--- config.mk ---
export PLATFORM = sky130hd
export DESIGN_NAME = isb_port
export DESIGN_NICKNAME = d
export VERILOG_FILES = /design/src/common/isb_pkg.sv /design/src/core/isb_port.sv
export SDC_FILE = /design/constraint.sdc
export NUM_CORES = 1
export LEC_CHECK = 0
export BUFFER_PORTS_ARGS = -buffer_cell sky130_fd_sc_hd__buf_2
export CORE_MARGIN = 2
export CORE_UTILIZATION = 43
export CTS_BUF_LIST = sky130_fd_sc_hd__clkbuf_16
export DETAILED_ROUTE_END_ITERATION = 12
export GPL_TIMING_DRIVEN = 0
export HOLD_SLACK_MARGIN = 0.06
export SLEW_MARGIN = 20
export SYNTH_ARGS = -nofsm -noshare
export SYNTH_HDL_FRONTEND = slang
export SYNTH_HIERARCHICAL = 1
export SYNTH_SLANG_ARGS = --single-unit
--- constraint.sdc ---
create_clock -name clock -period 3.2 [get_ports clock]
set_input_delay 0.16 -clock clock [delete_from_list [all_inputs] [get_ports clock]]
set_output_delay 0.16 -clock clock [all_outputs]
set_load 0.01 [all_outputs]
--- src/common/isb_pkg.sv ---
/*
 * isb_pkg: constants and types for the two-wire serial port block.
 * assumes: included before core/isb_port.sv; no other dependencies.
 */
package isb_pkg;

  // ****************************************
  // mode select encodings
  // ****************************************
  localparam logic [3:0] MODE_SLV7 = 4'h6;
  localparam logic [3:0] MODE_SLV10 = 4'h7;
  localparam logic [3:0] MODE_MASTER = 4'h8;
  localparam logic [3:0] MODE_SLV7_SP = 4'hE;
  localparam logic [3:0] MODE_SLV10_SP = 4'hF;

  // ****************************************
  // second control register low bits
  // ****************************************
  localparam int CTL_START = 0;
  localparam int CTL_RESTART = 1;
  localparam int CTL_STOP = 2;
  localparam int CTL_RECV = 3;
  localparam int CTL_ACK = 4;
  localparam int CTL_W = 5;

  // ****************************************
  // framing and sizes
  // ****************************************
  localparam logic [7:0] GEN_CALL_ADDR = 8'h00;
  localparam int BRG_W = 7;
  localparam logic [3:0] LAST_DATA_BIT = 4'h7;
  localparam logic [3:0] ACK_BIT = 4'h8;
  localparam logic [3:0] SLV_ACK_PHASE = 4'h9;
  localparam int FIFO_DEPTH = 16;
  localparam int BYTE_W = 8;

  // master operation being framed
  localparam logic [1:0] OP_TX = 2'h1;
  localparam logic [1:0] OP_RX = 2'h2;
  localparam logic [1:0] OP_ACK = 2'h3;

  typedef enum logic [7:0] {
    ISB_IDLE = 8'h01,
    ISB_ST_WAIT = 8'h02,
    ISB_ST_HOLD = 8'h04,
    ISB_BIT_LOW = 8'h08,
    ISB_BIT_HIGH = 8'h10,
    ISB_SP_LOW = 8'h20,
    ISB_SP_HIGH = 8'h40,
    ISB_SP_DONE = 8'h80
  } isb_state_t;

endpackage

--- src/core/isb_port.sv ---
/*
 * isb_port: two-wire serial port, master framing with start generation,
 * down-counting baud generator, and slave address match with general call.
 * isb_fifo: receive buffer between the line logic and software reads.
 * assumes: one 25 MHz clock; pins are open drain and resolved outside;
 * software strobes are one-cycle pulses on the same clock.
 */
// Operation
// - all-zero address byte with write direction is the general call
// - with general call enabled, compare against own and general call address
// - on general call match load buffer at bit eight, flag at ninth fall
// - general call in 10-bit mode leaves need_addr_update clear
// - begin_detected and end_found clear on reset and port disable
// - master flags interrupt after start, stop, byte, acknowledge
// - no queueing: early data buffer write is dropped, write_collision set
// - master makes all clock pulses and start and stop conditions
// - transmit sends eight bits, captures acknowledge into ack_status_bit
// - receive takes eight bits, acknowledge then driven by software request
// - generator reload is low seven bits of address register
// - generator starts on buffer write, stops after operation, clock holds
// - loaded generator counts to zero then halts until reloaded
// - generator decrements twice per instruction cycle
// - generator reload waits while clock line is held low by others
// - start: both high, count, drive data low, set begin_detected
// - count again, clear start_request, suspend, keep data low
// - both low at start or clock falls early: collision, abort, idle
// - buffer write during start sets write_collision, no write
// - low five control bits ignore writes until start completes
`timescale 1ns/10ps

module isb_fifo #(
  parameter int WIDTH = 8,
  parameter int DEPTH = 16
) (
  input wire logic clock, // system clock
  input wire logic clr, // synchronous clear, active high
  input wire logic in_valid, // push request
  output logic in_ready, // space available
  input wire logic [WIDTH-1:0] in_data, // pushed word
  output logic out_valid, // word available
  input wire logic out_ready, // pop request
  output logic [WIDTH-1:0] out_data // head word
);
  localparam int AW = $clog2(DEPTH);
  logic [WIDTH-1:0] mem [DEPTH];
  logic [AW-1:0] wp, rp, next_wp, next_rp;
  logic [AW:0] cnt, next_cnt;
  logic push, pop;

  assign in_ready = (cnt != DEPTH[AW:0]);
  assign out_valid = (cnt != '0);
  assign out_data = mem[rp];

  always_comb begin
    push = in_valid && in_ready;
    pop = out_valid && out_ready;
    next_wp = push ? wp + 1'b1 : wp;
    next_rp = pop ? rp + 1'b1 : rp;
    next_cnt = cnt + {{AW{1'b0}}, push} - {{AW{1'b0}}, pop};
  end

  always_ff @(posedge clock) begin
    if (clr) begin
      wp <= '0;
      rp <= '0;
      cnt <= '0;
    end else begin
      wp <= next_wp;
      rp <= next_rp;
      cnt <= next_cnt;
    end
    if (push) begin
      mem[wp] <= in_data;
    end
  end
endmodule

module isb_port (
  input wire logic clock, // 25 MHz system clock
  input wire logic rst_n, // synchronous reset, active low
  input wire logic port_enable, // module enable
  input wire logic [3:0] mode_select_field, // mode encoding
  input wire logic general_call_enable, // accept general call
  input wire logic [7:0] address_register, // own address / reload value
  input wire logic addr_wr, // address register written, pulse
  input wire logic ctl_wr, // write of second control register, pulse
  input wire logic [isb_pkg::CTL_W-1:0] ctl_wdata, // low control bits
  input wire logic ack_data, // acknowledge level to send, 0 = ack
  input wire logic buf_wr, // data buffer write, pulse
  input wire logic [7:0] buf_wdata, // data buffer write value
  input wire logic buf_rd, // data buffer read, pulse
  output logic [7:0] buf_rdata, // data buffer read value
  input wire logic irq_clr, // clear port_interrupt_flag, pulse
  input wire logic write_collision_clr, // clear write_collision, pulse
  input wire logic bcl_clr, // clear bus_collision_flag, pulse
  output logic start_request, // start in progress
  output logic stop_request, // stop in progress
  output logic recv_request, // receive in progress
  output logic ack_request, // acknowledge in progress
  output logic buffer_full, // buffer holds a byte
  output logic write_collision, // sticky dropped write
  output logic bus_collision_flag, // sticky collision
  output logic port_interrupt_flag, // sticky event flag
  output logic ack_status_bit, // last acknowledge seen, 1 = none
  output logic begin_detected, // start seen on bus
  output logic end_found, // stop seen on bus
  output logic need_addr_update, // 10-bit address register update due
  input wire logic scl_in, // clock pin level
  output logic scl_out, // clock pin drive value
  output logic scl_oe, // clock pin pulled low when high
  input wire logic sda_in, // data pin level
  output logic sda_out, // data pin drive value
  output logic sda_oe // data pin pulled low when high
);
  import isb_pkg::*;

  // ****************************************
  // pin synchronisers and bus events
  // ****************************************
  logic scl_m, scl_s, scl_p, sda_m, sda_s, sda_p;
  logic scl_rise, scl_fall, start_det, stop_det;

  always_ff @(posedge clock) begin
    if (!rst_n) begin
      {scl_m, scl_s, scl_p} <= 3'h7;
      {sda_m, sda_s, sda_p} <= 3'h7;
    end else begin
      {scl_m, scl_s, scl_p} <= {scl_in, scl_m, scl_s};
      {sda_m, sda_s, sda_p} <= {sda_in, sda_m, sda_s};
    end
  end

  assign scl_rise = scl_s && !scl_p;
  assign scl_fall = !scl_s && scl_p;
  assign start_det = scl_s && scl_p && !sda_s && sda_p;
  assign stop_det = scl_s && scl_p && sda_s && !sda_p;

  // disable clears everything like reset except the pin synchronisers
  logic clr;
  logic is_master, ten_bit, slave_en;
  assign clr = !rst_n || !port_enable;
  assign is_master = (mode_select_field == MODE_MASTER);
  assign ten_bit = (mode_select_field == MODE_SLV10) || (mode_select_field == MODE_SLV10_SP);
  assign slave_en = !is_master;

  // ****************************************
  // receive buffer
  // ****************************************
  logic push, fifo_ready, fifo_valid;
  logic [7:0] push_data, fifo_head;

  isb_fifo #(.WIDTH(BYTE_W), .DEPTH(FIFO_DEPTH)) u_fifo (
    .clock(clock),
    .clr(clr),
    .in_valid(push),
    .in_ready(fifo_ready),
    .in_data(push_data),
    .out_valid(fifo_valid),
    .out_ready(buf_rd),
    .out_data(fifo_head)
  );
  assign buf_rdata = fifo_head;

  // ****************************************
  // master sequencer and baud generator
  // ****************************************
  isb_state_t state, next_state;
  logic [1:0] ph, next_ph;
  logic [BRG_W-1:0] baud_rate_generator, next_brg, reload;
  logic [3:0] bitn, next_bitn;
  logic [1:0] op, next_op;
  logic [7:0] txsr, next_txsr, rxsr, next_rxsr;
  logic scl_low, next_scl_low, sda_low, next_sda_low;
  logic next_sen, next_pen, next_rcen, next_acken;
  logic txfull, next_txfull, next_ack_status_bit;
  logic tick, done, busy, last;
  logic m_irq, m_bcl, m_write_collision, m_begin, m_push;

  assign reload = address_register[BRG_W-1:0];
  assign tick = ph[0];
  assign done = (baud_rate_generator == '0);
  assign busy = (state != ISB_IDLE) || start_request || stop_request || recv_request
    || ack_request;

  always_comb begin
    next_state = state;
    next_ph = ph + 2'h1;
    next_brg = (tick && !done) ? baud_rate_generator - 7'h01 : baud_rate_generator;
    next_bitn = bitn;
    next_op = op;
    next_txsr = txsr;
    next_rxsr = rxsr;
    next_scl_low = scl_low;
    next_sda_low = sda_low;
    next_sen = start_request;
    next_pen = stop_request;
    next_rcen = recv_request;
    next_acken = ack_request;
    next_txfull = txfull;
    next_ack_status_bit = ack_status_bit;
    m_irq = 1'b0;
    m_bcl = 1'b0;
    m_write_collision = 1'b0;
    m_begin = 1'b0;
    m_push = 1'b0;
    last = (op == OP_RX) ? (bitn == LAST_DATA_BIT) : (bitn == ACK_BIT);
    // requests are dropped while any operation runs
    if (is_master && ctl_wr && !busy) begin
      next_sen = ctl_wdata[CTL_START];
      next_pen = ctl_wdata[CTL_STOP];
      next_rcen = ctl_wdata[CTL_RECV];
      next_acken = ctl_wdata[CTL_ACK];
    end
    if (is_master && buf_wr) begin
      if (busy) begin
        m_write_collision = 1'b1;
      end else begin
        next_txsr = buf_wdata;
        next_txfull = 1'b1;
        next_op = OP_TX;
        next_bitn = 4'h0;
        next_scl_low = 1'b1;
        next_brg = reload;
        next_state = ISB_BIT_LOW;
      end
    end
    unique case (state)
      ISB_IDLE: begin
        if (start_request) begin
          if (scl_s && sda_s) begin
            next_brg = reload;
            next_state = ISB_ST_WAIT;
          end else if (!scl_s && !sda_s) begin
            m_bcl = 1'b1;
            next_sen = 1'b0;
          end
        end else if (stop_request) begin
          next_scl_low = 1'b1;
          next_sda_low = 1'b1;
          next_brg = reload;
          next_state = ISB_SP_LOW;
        end else if (recv_request && fifo_ready) begin
          next_op = OP_RX;
          next_bitn = 4'h0;
          next_scl_low = 1'b1;
          next_sda_low = 1'b0;
          next_brg = reload;
          next_state = ISB_BIT_LOW;
        end else if (ack_request) begin
          next_op = OP_ACK;
          next_bitn = ACK_BIT;
          next_scl_low = 1'b1;
          next_brg = reload;
          next_state = ISB_BIT_LOW;
        end
      end
      ISB_ST_WAIT: begin
        if (!scl_s) begin
          m_bcl = 1'b1;
          next_sen = 1'b0;
          next_state = ISB_IDLE;
        end else if (done) begin
          if (sda_s) begin
            next_sda_low = 1'b1;
            m_begin = 1'b1;
            next_brg = reload;
            next_state = ISB_ST_HOLD;
          end else begin
            m_bcl = 1'b1;
            next_sen = 1'b0;
            next_state = ISB_IDLE;
          end
        end
      end
      ISB_ST_HOLD: begin
        if (done) begin
          next_sen = 1'b0;
          m_irq = 1'b1;
          next_state = ISB_IDLE;
        end
      end
      ISB_BIT_LOW: begin
        // data changes only while the clock is held low
        unique case (op)
          OP_TX: next_sda_low = (bitn == ACK_BIT) ? 1'b0 : !txsr[7];
          OP_ACK: next_sda_low = !ack_data;
          default: next_sda_low = 1'b0;
        endcase
        if (done) begin
          next_scl_low = 1'b0;
          next_brg = reload;
          next_state = ISB_BIT_HIGH;
        end
      end
      ISB_BIT_HIGH: begin
        if (!scl_s) begin
          next_brg = reload;
        end else if (done) begin
          if (op == OP_TX && bitn == ACK_BIT) begin
            next_ack_status_bit = sda_s;
          end
          if (op == OP_TX && bitn == LAST_DATA_BIT) begin
            next_txfull = 1'b0;
          end
          if (op == OP_TX) begin
            next_txsr = {txsr[6:0], 1'b0};
          end
          if (op == OP_RX) begin
            next_rxsr = {rxsr[6:0], sda_s};
          end
          next_scl_low = 1'b1;
          if (last) begin
            // generator stays suspended with the clock held low
            m_irq = 1'b1;
            m_push = (op == OP_RX);
            next_rcen = 1'b0;
            next_acken = 1'b0;
            next_sda_low = 1'b0;
            next_state = ISB_IDLE;
          end else begin
            next_bitn = bitn + 4'h1;
            next_brg = reload;
            next_state = ISB_BIT_LOW;
          end
        end
      end
      ISB_SP_LOW: begin
        if (done) begin
          next_scl_low = 1'b0;
          next_brg = reload;
          next_state = ISB_SP_HIGH;
        end
      end
      ISB_SP_HIGH: begin
        if (!scl_s) begin
          next_brg = reload;
        end else if (done) begin
          next_sda_low = 1'b0;
          next_brg = reload;
          next_state = ISB_SP_DONE;
        end
      end
      ISB_SP_DONE: begin
        if (done) begin
          next_pen = 1'b0;
          m_irq = 1'b1;
          next_state = ISB_IDLE;
        end
      end
    endcase
  end

  always_ff @(posedge clock) begin
    if (clr || !is_master) begin
      state <= ISB_IDLE;
      ph <= 2'h0;
      baud_rate_generator <= '0;
      bitn <= 4'h0;
      op <= OP_TX;
      txsr <= 8'h00;
      rxsr <= 8'h00;
      scl_low <= 1'b0;
      sda_low <= 1'b0;
      start_request <= 1'b0;
      stop_request <= 1'b0;
      recv_request <= 1'b0;
      ack_request <= 1'b0;
      txfull <= 1'b0;
      ack_status_bit <= 1'b0;
    end else begin
      state <= next_state;
      ph <= next_ph;
      baud_rate_generator <= next_brg;
      bitn <= next_bitn;
      op <= next_op;
      txsr <= next_txsr;
      rxsr <= next_rxsr;
      scl_low <= next_scl_low;
      sda_low <= next_sda_low;
      start_request <= next_sen;
      stop_request <= next_pen;
      recv_request <= next_rcen;
      ack_request <= next_acken;
      txfull <= next_txfull;
      ack_status_bit <= next_ack_status_bit;
    end
  end

  // ****************************************
  // slave address match and bus status
  // ****************************************
  logic [3:0] sbits, next_sbits;
  logic [7:0] ssr, next_ssr;
  logic saddr, next_saddr, ssel, next_ssel, sack, next_sack;
  logic next_begin, next_end, next_ua;
  logic s_irq, s_push, gc_hit, own_hit;

  always_comb begin
    next_sbits = sbits;
    next_ssr = ssr;
    next_saddr = saddr;
    next_ssel = ssel;
    next_sack = sack;
    next_ua = need_addr_update && !addr_wr;
    s_irq = 1'b0;
    s_push = 1'b0;
    gc_hit = general_call_enable && (ssr == GEN_CALL_ADDR);
    own_hit = (ssr[7:1] == address_register[7:1]);
    // a master start and a stop seen in the same cycle set both begin_detected and end_found
    next_begin = start_det || m_begin || (begin_detected && !stop_det);
    next_end = stop_det || (end_found && !start_det && !m_begin);
    if (slave_en) begin
      if (start_det) begin
        next_sbits = 4'h0;
        next_saddr = 1'b1;
        next_ssel = 1'b0;
        next_sack = 1'b0;
      end else if (stop_det) begin
        next_saddr = 1'b0;
        next_ssel = 1'b0;
        next_sack = 1'b0;
      end else if (scl_rise && (saddr || ssel) && sbits < ACK_BIT) begin
        next_ssr = {ssr[6:0], sda_s};
        next_sbits = sbits + 4'h1;
      end else if (scl_fall && sbits == ACK_BIT) begin
        next_sbits = SLV_ACK_PHASE;
        if (saddr) begin
          next_saddr = 1'b0;
          if ((gc_hit || own_hit) && fifo_ready) begin
            s_push = 1'b1;
            next_sack = 1'b1;
            next_ssel = 1'b1;
            next_ua = ten_bit && !gc_hit;
          end
        end else if (ssel && fifo_ready) begin
          s_push = 1'b1;
          next_sack = 1'b1;
        end
      end else if (scl_fall && sbits == SLV_ACK_PHASE) begin
        s_irq = sack;
        next_sack = 1'b0;
        next_sbits = 4'h0;
      end
    end
  end

  always_ff @(posedge clock) begin
    if (clr) begin
      sbits <= 4'h0;
      ssr <= 8'h00;
      saddr <= 1'b0;
      ssel <= 1'b0;
      sack <= 1'b0;
      begin_detected <= 1'b0;
      end_found <= 1'b0;
      need_addr_update <= 1'b0;
    end else begin
      sbits <= next_sbits;
      ssr <= next_ssr;
      saddr <= next_saddr;
      ssel <= next_ssel;
      sack <= next_sack;
      begin_detected <= next_begin;
      end_found <= next_end;
      need_addr_update <= next_ua;
    end
  end

  // ****************************************
  // sticky flags, set wins over clear
  // ****************************************
  always_ff @(posedge clock) begin
    if (clr) begin
      port_interrupt_flag <= 1'b0;
      write_collision <= 1'b0;
      bus_collision_flag <= 1'b0;
    end else begin
      port_interrupt_flag <= m_irq || s_irq || (port_interrupt_flag && !irq_clr);
      write_collision <= m_write_collision || (write_collision && !write_collision_clr);
      bus_collision_flag <= m_bcl || (bus_collision_flag && !bcl_clr);
    end
  end

  assign push = m_push || s_push;
  assign push_data = m_push ? next_rxsr : ssr;
  assign buffer_full = txfull || fifo_valid;
  assign scl_out = 1'b0;
  assign sda_out = 1'b0;
  assign scl_oe = scl_low;
  assign sda_oe = sda_low || sack;

endmodule

**Word-level counts from Yosys, hierarchy flattened**

Memory sizes are Yosys's and may differ from the RTL's. A register that Yosys moved wholly into a read port is not among the register bits.
Cells that the tools add are included.

- Register bits: 87
- RAM bits: 128
- Input bits: 39
- Output and inout bits: 24
- Logic and storage cells: 358
- Memories: 1

- $add $sub $neg: 8
- Magnitude comparators: 1
- Equal/unequal tests: 35
- Mux-type cells: 186
- Bitwise operators: 3
- Reductions and logical operators: 89

Memories:

| memory | words | bits a word | read ports | clocked after memory_dff | write ports | line | text |
|---|---|---|---|---|---|---|---|
| u_fifo.mem | 16 | 8 | 1 | 1 | 1 | isb_port.sv:45 | `logic [WIDTH-1:0] mem [DEPTH];` |

Operators with widths:

| operator | number |
|---|---|
| $mux 8 | 27 |
| $mux 7 | 16 |
| $mux 1 | 109 |
| $mux 4 | 17 |
| $pmux 8 s7 | 1 |
| $pmux 7 s5 | 1 |
| $logic_and 1x1->1 | 33 |
| $eq 4x4->1 const B | 5 |
| $ne 2x2->1 const B | 10 |
| $logic_not 1->1 | 19 |
| $logic_or 1x1->1 | 19 |
| $add 4x1->4 const B | 4 |
| $mux 2 | 7 |
| $reduce_and 11->1 | 1 |
| $ne 5x4->1 const B | 2 |
| $reduce_and 5->1 | 2 |
| $reduce_bool 5->1 | 2 |
| $reduce_bool 3->1 | 3 |
| $eq 4x3->1 const B | 2 |
| $eq 8x1->1 const B | 1 |
| $eq 8x2->1 const B | 1 |
| $eq 8x3->1 const B | 1 |
| $eq 8x4->1 const B | 1 |
| $eq 8x5->1 const B | 1 |
| other kinds (26) | 37 |

**Depth between registers and ports, before layout**

Gate-level depths: netlist (run 1).

- Word-level depth: 15
- Depth in mapped cells: 16
- Depth with buffers taken out: 14

**By module**

Netlist (run 1), hierarchy kept.

By module, submodules not included:

| module | times used | cells an instance | area each (sq um) | sequential area each (sq um) |
|---|---|---|---|---|
| isb_fifo | 1 | 311 | 5,756.8 | 4,184.0 |
| isb_port | 1 | 538 | 4,342.9 | 1,441.4 |

**Least setup slack after synthesis (run 1)**

OpenSTA, ideal clock, no wires.

- Kind: register to register
- Start: register baud_rate_generator[0]
- End: register u_fifo.cnt[4]
- Library setup time: 0.127 ns
- Data arrival time: 3.092 ns
- Slack: -0.020 ns
- Cell stages (with the launch flop): 17
- Buffers on the path: 2
- Clock period less this slack: 3.220 ns
- Cell sequence: dfxtp_1 -> inv_1 -> ha_1 -> nor3b_1 -> nand3_1 -> or3_1 -> buf_2 -> o21ai_0 -> and2_1 -> buf_2 -> ha_1 -> inv_1 -> fa_1 -> nor2b_1 -> o21bai_1 -> a21oi_1 -> nor3b_1

- Cells in the longest elaborated chain, start to end: 8

RTL lines:

| item | line | text |
|---|---|---|
| start, declared | isb_port.sv:169 | `logic [BRG_W-1:0] baud_rate_generator, next_brg, reload;` |
| start signal, assigned | isb_port.sv:373 | `baud_rate_generator <= next_brg;` |
| $logic_not 7->1 | isb_port.sv:181 | `assign done = (baud_rate_generator == '0);` |
| $mux 1 | isb_port.sv:298 | `end else if (done) begin` |
| $mux 1 | isb_port.sv:296 | `if (!scl_s) begin` |
| $mux 1 | isb_port.sv:227 | `unique case (state)` |
| $logic_or 1x1->1 | isb_port.sv:484 | `assign push = m_push \|\| s_push;` |
| net push | isb_port.sv:149 | `logic push, fifo_ready, fifo_valid;` |
| $logic_and 1x1->1 | isb_port.sv:55 | `push = in_valid && in_ready;` |
| net u_fifo.push | isb_port.sv:48 | `logic push, pop;` |
| $add 5x1->5 | isb_port.sv:59 | `next_cnt = cnt + {{AW{1'b0}}, push} - {{AW{1'b0}}, pop};` |
| $sub 5x1->5 | isb_port.sv:59 |  |
| end signal, assigned | isb_port.sv:70 | `cnt <= next_cnt;` |
| end, declared | isb_port.sv:47 | `logic [AW:0] cnt, next_cnt;` |

The timed path passes the listed nets, and every way through them passes these cells.
A chain may end at the register's enable or synchronous reset.

**Worst setup path in the final report (run 1)**

- Start: register state[2]
- End: memory u_fifo.mem[13][0], enable pin

- Cells in the longest elaborated chain, start to end: 6

RTL lines:

| item | line | text |
|---|---|---|
| start, declared | isb_port.sv:167 | `isb_state_t state, next_state;` |
| start signal, assigned | isb_port.sv:371 | `state <= next_state;` |
| $eq 8x5->1 | isb_port.sv:227 |  |
| $mux 1 | isb_port.sv:227 |  |
| $logic_or 1x1->1 | isb_port.sv:484 |  |
| net push | isb_port.sv:149 |  |
| $logic_and 1x1->1 | isb_port.sv:55 |  |
| net u_fifo.push | isb_port.sv:48 |  |
| $mux 1 | isb_port.sv:72 | `if (push) begin` |
| $mux 1 (not written as such) | isb_port.sv:73 | `mem[wp] <= in_data;` |
| end, declared | isb_port.sv:45 |  |

The timed path passes the listed nets, and every way through them passes these cells.

==> results by group, run 1 <==
Detailed routing
  • Met3 wirelength from detailed routing: 1000 um
  • Number of design rule violations left after detail routing: 0
  • WL final: 24,970 um
  • Highest routed metal layer: met4
  • Number of optimization iterations in the first detailed-route pass: 5
  • Routed met2 length: 11,830 um
  • Met1 WL: 11,460 um
  • WL per Instance: 19.12 um
  • Total vias in the final route: 7,226
  • Number of routed nets with antenna violations: 0
  • Drt first-iter violations: 453
  • Number of vias per cell after detailed routing: 5.533

CTS
  • Post-CTS clock slew at the launch and capture registers of the worst setup and hold paths: 0.06 ns
  • CTS H-tree depth: 1
  • Insertion delay to the later sink of the worst-skew pair: 0.52 ns
  • CTS sink count: 217
  • Clock root buffer: sky130_fd_sc_hd__clkbuf_16
  • TritonCTS clock tree: built
  • Number of CTS-inserted buffers: 24
  • Bufs on Longest Clock Path: 3

Logic synthesis
  • Yosys top cell area share: 38.06%
  • Syn Inst Count: 849
  • Async set-or-reset flop fraction in the synthesized netlist: 0%
  • Top flip-flop cell by instance count after synthesis: sky130_fd_sc_hd__edfxtp_1
  • Count of flip-flops with a built-in enable after synthesis: 128
  • Mean cell area of the mapped netlist: 11.90 um^2
  • Count of unique library cells instantiated by Yosys: 88
  • Syn. warnings: 6
  • Most area-consuming cells after synthesis: sky130_fd_sc_hd__edfxtp_1 38%, sky130_fd_sc_hd__dfxtp_1 18%, sky130_fd_sc_hd__mux4_2 6.0%
  • Largest area contributor in the netlist: sky130_fd_sc_hd__edfxtp_1
  • Cell types with the highest counts after synthesis: 128 x sky130_fd_sc_hd__edfxtp_1, 89 x sky130_fd_sc_hd__dfxtp_1, 84 x sky130_fd_sc_hd__nor2_1, 60 x sky130_fd_sc_hd__nand2_1, 53 x sky130_fd_sc_hd__a21oi_1
  • Sequential cell area fraction in the yosys report: 55.70%
  • Netlist area before placement: 0.01010 mm^2
  • Flip-flop and latch count after synthesis: 217
  • Library cell with the highest instance count after synthesis: sky130_fd_sc_hd__edfxtp_1

GRT
  • Maximum number of pins on one net before global-route repair: 17
  • Wire length of the first global-routing pass: 39,320 um
  • Via count of the first global-routing pass: 7,156
  • Global-route usage over all layers: 20.56%
  • Number of antenna violations at the first check in global routing: 1
  • Global route total overflow: 0

Timing
  • Period utilisation layout: 97.25%
  • Final min period: 3.112 ns
  • Count of final hold-check violations: 0
  • Layout Skew: 0.009770 ns
  • Total Neg Setup Slack: 0 ns
  • Unrepaired setup endpoints after global routing: true
  • Final Setup Violations: 0
  • Actual transition at the worst max-transition pin: 0.9373 ns
  • Hold WS: 0.08247 ns
  • Maximum clock frequency: 0.3213 GHz
  • Number of pins with negative max-slew slack in the final report: 0
  • Worst slew margin relative to its limit: 37.28%

Worst setup path
  • Crit path to: u_fifo/mem[13][0]
  • Worst-case reg-to-reg path depth: 10
  • Stages on worst setup path: 10
  • Category of the critical setup timing path: register to register
  • Terminus of the critical flop-to-flop path: u_fifo/mem[13][0]
  • Worst setup path startpoint: state[2]
  • Setup crit end kind: register
  • Crit-path max FO: 9
  • Critical Path RT: 3.34 ns
  • Critical Path Slowest Stage Cell: sky130_fd_sc_hd__nor2_1
  • Dominant cell type by count on the critical path: sky130_fd_sc_hd__buf_6
  • Worst R2R Setup Slack: 0.09 ns
  • RR Startpoint: state[2]
  • Buf/Inv on CP: 3
  • Critical path, cell by cell: buf_8 > nor4_4 > nand3_4 > or3_4 > buf_6 > o21ai_4 > and2_4 > buf_6 > nand2_1 > nor2_1
  • Gate family responsible for the most delay along the worst path: simple AND/OR/NAND/NOR gates
  • Delay contributed by the slowest stage of the critical path: 0.65 ns
  • Crit path launch type: register
  • Arrival time of data at the critical path endpoint: 3.25 ns

Power
  • Combinational Power Share: 12.0%
  • Clock Power Share: 41.1%
  • Cell leakage power: 4.394 nW
  • Net load switching power: 1.507 mW
  • Relative contribution of sequential cells to total power: 47.0%
  • Peak supply drop: 0.3544 mV
  • Total power per unit cell area: 528.6 mW/mm^2
  • Internal power contribution: 4.852 mW
  • Switch share: 23.71%

Die
  • Die Area: 0.02473 mm^2
  • Width of the die: 157.3 um
  • Core Area: 0.02326 mm^2
  • Standard-cell rows: 56
  • Initial standard-cell utilization of the core: 43.42%
  • Die height: 157.3 um
  • Ports placed on the boundary: 63

Placed design
  • HPWL reported at the end of detailed placement: 17,350 um
  • Count of buffers inserted at the top-level ports: 59
  • Routability-driven placement congestion ratio: 0.9814
  • Post-placement cell area: 0.01082 mm^2

Cells and area
  • Post-route cell area: 0.01203 mm^2
  • Net count of the finished layout: 1,028
  • Share of layout cells above drive strength 1: 19.86%
  • Fill cell total of the finished layout: 2,111
  • Register Area: 0.005625 mm^2
  • Multi-input gate area: 0.004234 mm^2
  • Diode count: 0
  • Layout-stage area growth over the synthesis result: 19.12%
  • Final core utilization: 51.72%

Hold path
  • Hold crit path type: input pin to register

Flow run
  • Max Cap Violations: 0

Status
  • Run status: finished, final reports clean
-- per-layer routing --
metal	track usage, %	vias up
li1	-	3429
met1	28.48	3573
met2	34.44	182
met3	2.313	42
met4	5.541	0
met5	0	-
-- kinds of logic (layout without fill, tap and decap cells) --
kind of cell / after synthesis / in the layout / share of synthesized area [%]
AOI/OAI and AO/OA: 163 / 163 / 10.12
xor gates and xnor gates: 21 / 21 / 1.821
adders and majority gates: 18 / 18 / 2.304
buffers and inverters: 68 / 205 / 3.642
DFF: 217 / 217 / 55.70
muxes: 64 / 64 / 10.64
other: 1 / 2 / 0.03713
and+or+nand+nor: 297 / 297 / 15.73
-- how the worst min path moves through the flow --
| stage | startpoint | to | slack, ns | cells past startpoint |
|---|---|---|---|---|
| after floorplan | rst_n | scl_p | 0.23 | 1 |
| after global routing | address_register[6] | baud_rate_generator[6] | 0.11 | 3 |
| after detailed placement | sda_in | sda_m | 0.34 | 2 |
| final | mode_select_field[0] | need_addr_update | 0.08 | 4 |
| after CTS | mode_select_field[0] | need_addr_update | 0.06 | 4 |
| after global placement | scl_in | scl_m | 0.34 | 2 |
-- registers in the layout (all words and copies together), names as in the netlist, 2 cells and up, named ones only --
name                 flops
rxsr                     7
baud_rate_generator      7
state                    8
ssr                      8
u_fifo/rp                4
op                       2
sbits                    4
bitn                     4
u_fifo/wp                4
u_fifo/cnt               5
txsr                     8
u_fifo/mem             128
-- layout by cell type, fill, tap and decap left out, drive strengths merged, types with 29 or more instances in the layout --
cell type    instances
a21oi               53
buf                 92
clkbuf              40
dfxtp               89
dlygate4sd3         30
edfxtp             128
inv                 32
mux4                32
nand2               61
nand3               29
nor2                88
o21ai               36
-- stage by stage --
stage | cells | power, mW | setup slack, ns
2_1_floorplan | 850 | 3.550 | 0.008772
3_3_place_gp | 1228 | 3.746 | -0.9221
3_5_place_dp | 1228 | 3.750 | -0.6026
4_1_cts | 1303 | 6.404 | 0.002544
5_1_grt | 1306 | 6.598 | -0.02313
6_report | 1306 | 6.359 | 0.08785
-- layout make-up --
cell class / instances / area share (%)
Buffer: 43 / 2.382
Clock buffer: 24 / 4.992
Clock inverter: 18 / 1.248
Inverter: 25 / 0.7800
Multi-Input combinational cell: 565 / 35.19
Sequential cell: 217 / 46.76
Tap cell: 319 / 3.318
Timing Repair Buffer: 95 / 5.325
-- power groups by stage --
| stage | Combinational [mW] | Clock, mW | Sequential [mW] |
|---|---|---|---|
| after floorplan | 0.513 | 0 | 3.04 |
| after global placement | 0.703 | 0 | 3.04 |
| after detailed placement | 0.707 | 0 | 3.04 |
| after CTS | 0.745 | 2.67 | 2.98 |
| after global routing | 0.841 | 2.77 | 2.99 |
| final | 0.760 | 2.61 | 2.99 |
-- worst reg2reg max path, stage by stage, from the launching register on --
cell	delay, ns
sky130_fd_sc_hd__dfxtp_1	0.31
sky130_fd_sc_hd__buf_8	0.14
sky130_fd_sc_hd__nor4_4	0.37
sky130_fd_sc_hd__nand3_4	0.13
sky130_fd_sc_hd__or3_4	0.38
sky130_fd_sc_hd__buf_6	0.15
sky130_fd_sc_hd__o21ai_4	0.16
sky130_fd_sc_hd__and2_4	0.17
sky130_fd_sc_hd__buf_6	0.11
sky130_fd_sc_hd__nand2_1	0.17
sky130_fd_sc_hd__nor2_1	0.65
-- timing repair --
| action | in CTS | in global routing |
|---|---|---|
| hold endpoints to repair | 38 | 0 |
| hold buffers | 30 | 0 |
| buffers inserted | 3 | 3 |
| setup endpoints to repair | 132 | 93 |
| pin swaps | 3 | 6 |
| resized for setup | 14 | 16 |
Note: power is estimated with default switching activity, not from simulation.
==> run 2, diff against run 1 <==
==> constraint.sdc (replaced) <==
create_clock -name clock -period 3.2 [get_ports clock]
set_input_delay 0.48 -clock clock [delete_from_list [all_inputs] [get_ports clock]]
set_output_delay 0.48 -clock clock [all_outputs]
set_load 0.01 [all_outputs]
==> results by group, run 2 (synthesis gave the netlist of run 1 again) <==
CTS
  • Post-CTS clock slew at the launch and capture registers of the worst setup and hold paths: 0.06 ns (about the same)
  • Clock root buffer: sky130_fd_sc_hd__clkbuf_16
  • CTS sink count: 217 (unchanged)
  • Insertion delay to the later sink of the worst-skew pair: 0.52 ns (about the same)
  • Cts-stage hold buffer count: 0 (-100%)
  • Number of CTS-inserted buffers: 24 (unchanged)
  • TritonCTS clock tree: built
  • Bufs on Longest Clock Path: 3 (unchanged)
  • CTS H-tree depth: 1 (unchanged)

Timing
  • Hold WS: 0.1439 ns (+0.06145 ns)
  • Final Setup Violations: 0 (unchanged)
  • Actual transition at the worst max-transition pin: 0.9571 ns (+0.01982 ns)
  • Worst slew margin relative to its limit: 35.96% (-1.3 points)
  • Unrepaired setup endpoints after global routing: true
  • Maximum clock frequency: 0.3210 GHz (-0.11%)
  • Period utilisation layout: 97.36% (+0.11 points)
  • Layout Skew: 0.007499 ns (-0.002271 ns)
  • Count of final hold-check violations: 0 (unchanged)
  • Total Neg Setup Slack: 0 ns (unchanged)
  • Final min period: 3.116 ns (+0.003389 ns)
  • Number of pins with negative max-slew slack in the final report: 0 (unchanged)

GRT
  • Wire length of the first global-routing pass: 38,830 um (-1.3%)
  • Maximum number of pins on one net before global-route repair: 17 (unchanged)
  • Via count of the first global-routing pass: 7,005 (-2.1%)
  • Global-route usage over all layers: 20.33% (-0.24 points)
  • Global route total overflow: 0 (unchanged)
  • Number of antenna violations at the first check in global routing: 1 (unchanged)

Cells and area
  • Post-route cell area: 0.01173 mm^2 (-2.5%)
  • Diode count: 0 (unchanged)
  • Final core utilization: 50.42% (-1.3 points)
  • Fill cell total of the finished layout: 2,143 (+1.5%)
  • Most flop-heavy register: u_fifo/mem
  • Multi-input gate area: 0.004234 mm^2 (unchanged)
  • Layout-stage area growth over the synthesis result: 16.14%
  • Register Area: 0.005625 mm^2 (unchanged)
  • Number of flip-flops under the largest register name: 128 (unchanged)
  • Net count of the finished layout: 998 (-2.9%)
  • Commonest non-fill, non-tap cell in the layout: sky130_fd_sc_hd__edfxtp_1
  • Most frequent cells in the layout: 128 x sky130_fd_sc_hd__edfxtp_1, 89 x sky130_fd_sc_hd__dfxtp_1, 80 x sky130_fd_sc_hd__nor2_1
  • Share of layout cells above drive strength 1: 20.48% (+0.62 points)

Detailed routing
  • Number of vias per cell after detailed routing: 5.567 (+0.62%)
  • Number of design rule violations left after detail routing: 0 (unchanged)
  • WL final: 24,690 um (-1.1%)
  • WL per Instance: 19.35 um (+1.2%)
  • Number of routed nets with antenna violations: 0 (unchanged)
  • Drt first-iter violations: 461 (+1.8%)
  • Total vias in the final route: 7,104 (-1.7%)
  • Number of optimization iterations in the first detailed-route pass: 5 (unchanged)

Worst setup path
  • RR Startpoint: state[2]
  • Setup crit end kind: register
  • Category of the critical setup timing path: register to register
  • Arrival time of data at the critical path endpoint: 3.26 ns (about the same)
  • Worst R2R Setup Slack: 0.08 ns (about the same)
  • Crit-path max FO: 9 (unchanged)
  • Critical Path RT: 3.34 ns (about the same)
  • Terminus of the critical flop-to-flop path: u_fifo/mem[13][0]
  • Worst-case reg-to-reg path depth: 10 (unchanged)
  • Crit path launch type: register

Die
  • Ports placed on the boundary: 63 (unchanged)
  • Die Area: 0.02473 mm^2 (unchanged)
  • Core Area: 0.02326 mm^2 (unchanged)
  • Width of the die: 157.3 um (unchanged)
  • Standard-cell rows: 56 (unchanged)
  • Initial standard-cell utilization of the core: 43.42% (unchanged)
  • Die height: 157.3 um (unchanged)

Status
  • Run status: finished, final reports clean

Hold path
  • Hold_sp: sda_in
  • End point of the most critical hold path: sda_m
  • Cell depth of the worst hold path: 2 (-2)
  • Hold crit path type: input pin to register

Flow run
  • Max Cap Violations: 0 (unchanged)

Placed design
  • HPWL reported at the end of detailed placement: 17,350 um (unchanged)
  • Count of buffers inserted at the top-level ports: 59 (unchanged)
  • Routability-driven placement congestion ratio: 0.9814 (unchanged)
  • Post-placement cell area: 0.01082 mm^2 (unchanged)

Power
  • Power after layout: 6.333 mW (-0.42%)
  • Peak supply drop: 0.3544 mV (about the same)
  • Cell leakage power: 4.275 nW (-2.7%)
  • Total power per unit cell area: 539.9 mW/mm^2 (+2.1%)
run 2: cell types whose count changed in the layout (fill, tap and decap cells not counted), sizes merged:
cell         before  now
dlygate4sd3      30    0
run 2: cell type report:
cell class / instances / area share, %
sequential: 217 / 47.96
multi-input combinational: 565 / 36.10
clock buffer: 24 / 5.120
tap: 319 / 3.403
timing repair buffer: 65 / 2.901
buffer: 43 / 2.443
clock inverter: 18 / 1.280
inverter: 25 / 0.8000
run 2: how the worst max path moves through the flow:
stage | start | endpoint | depth (start not counted)
floorplan | state[3] | u_fifo/cnt[4] | 15
global placement | state[3] | u_fifo/mem[0][3] | 10
detailed placement | state[3] | u_fifo/mem[4][5] | 10
CTS | state[7] | u_fifo/cnt[4] | 15
global route | state[2] | u_fifo/cnt[4] | 15
finish | state[2] | u_fifo/mem[13][0] | 10
run 2: worst max-delay path: stages, from the launching register on:
cell                      delay (ns)
sky130_fd_sc_hd__dfxtp_1        0.31
sky130_fd_sc_hd__buf_8          0.14
sky130_fd_sc_hd__nor4_4         0.36
sky130_fd_sc_hd__nand3_4        0.13
sky130_fd_sc_hd__or3_4          0.38
sky130_fd_sc_hd__buf_6          0.15
sky130_fd_sc_hd__o21ai_4        0.16
sky130_fd_sc_hd__and2_4         0.17
sky130_fd_sc_hd__buf_6          0.11
sky130_fd_sc_hd__nand2_1        0.17
sky130_fd_sc_hd__nor2_1         0.65
run 2: metal layers:
layer	share of wire, %	global-route usage (%)	vias to the layer above
li1	-	-	3371
met1	46	28.38	3499
met2	47	33.79	190
met3	3.9	2.285	44
met4	2.8	5.455	0
met5	0	0	-
run 2: repair_timing:
action                                 CTS  global route
setup endpoints to repair              132            93
endpoints found under the hold margin    0             0
pin swaps                                3             6
resized for setup                       14            16
buffers inserted                         3             3
run 2: power breakdown:
group / internal, mW / leakage, nW / switching, mW / total [mW]
logic: 0.346 / 1.87 / 0.387 / 0.733
clock network: 1.52 / 0.391 / 1.09 / 2.61
registers: 2.96 / 2.02 / 0.0293 / 2.99
total: 4.83 / 4.27 / 1.50 / 6.33
run 2: through the flow:
stage	instances	setup WS [ns]
2_1_floorplan	850	0.008772
3_3_place_gp	1228	-0.9221
3_5_place_dp	1228	-0.6026
4_1_cts	1273	0.002544
5_1_grt	1276	-0.02324
6_report	1276	0.08446
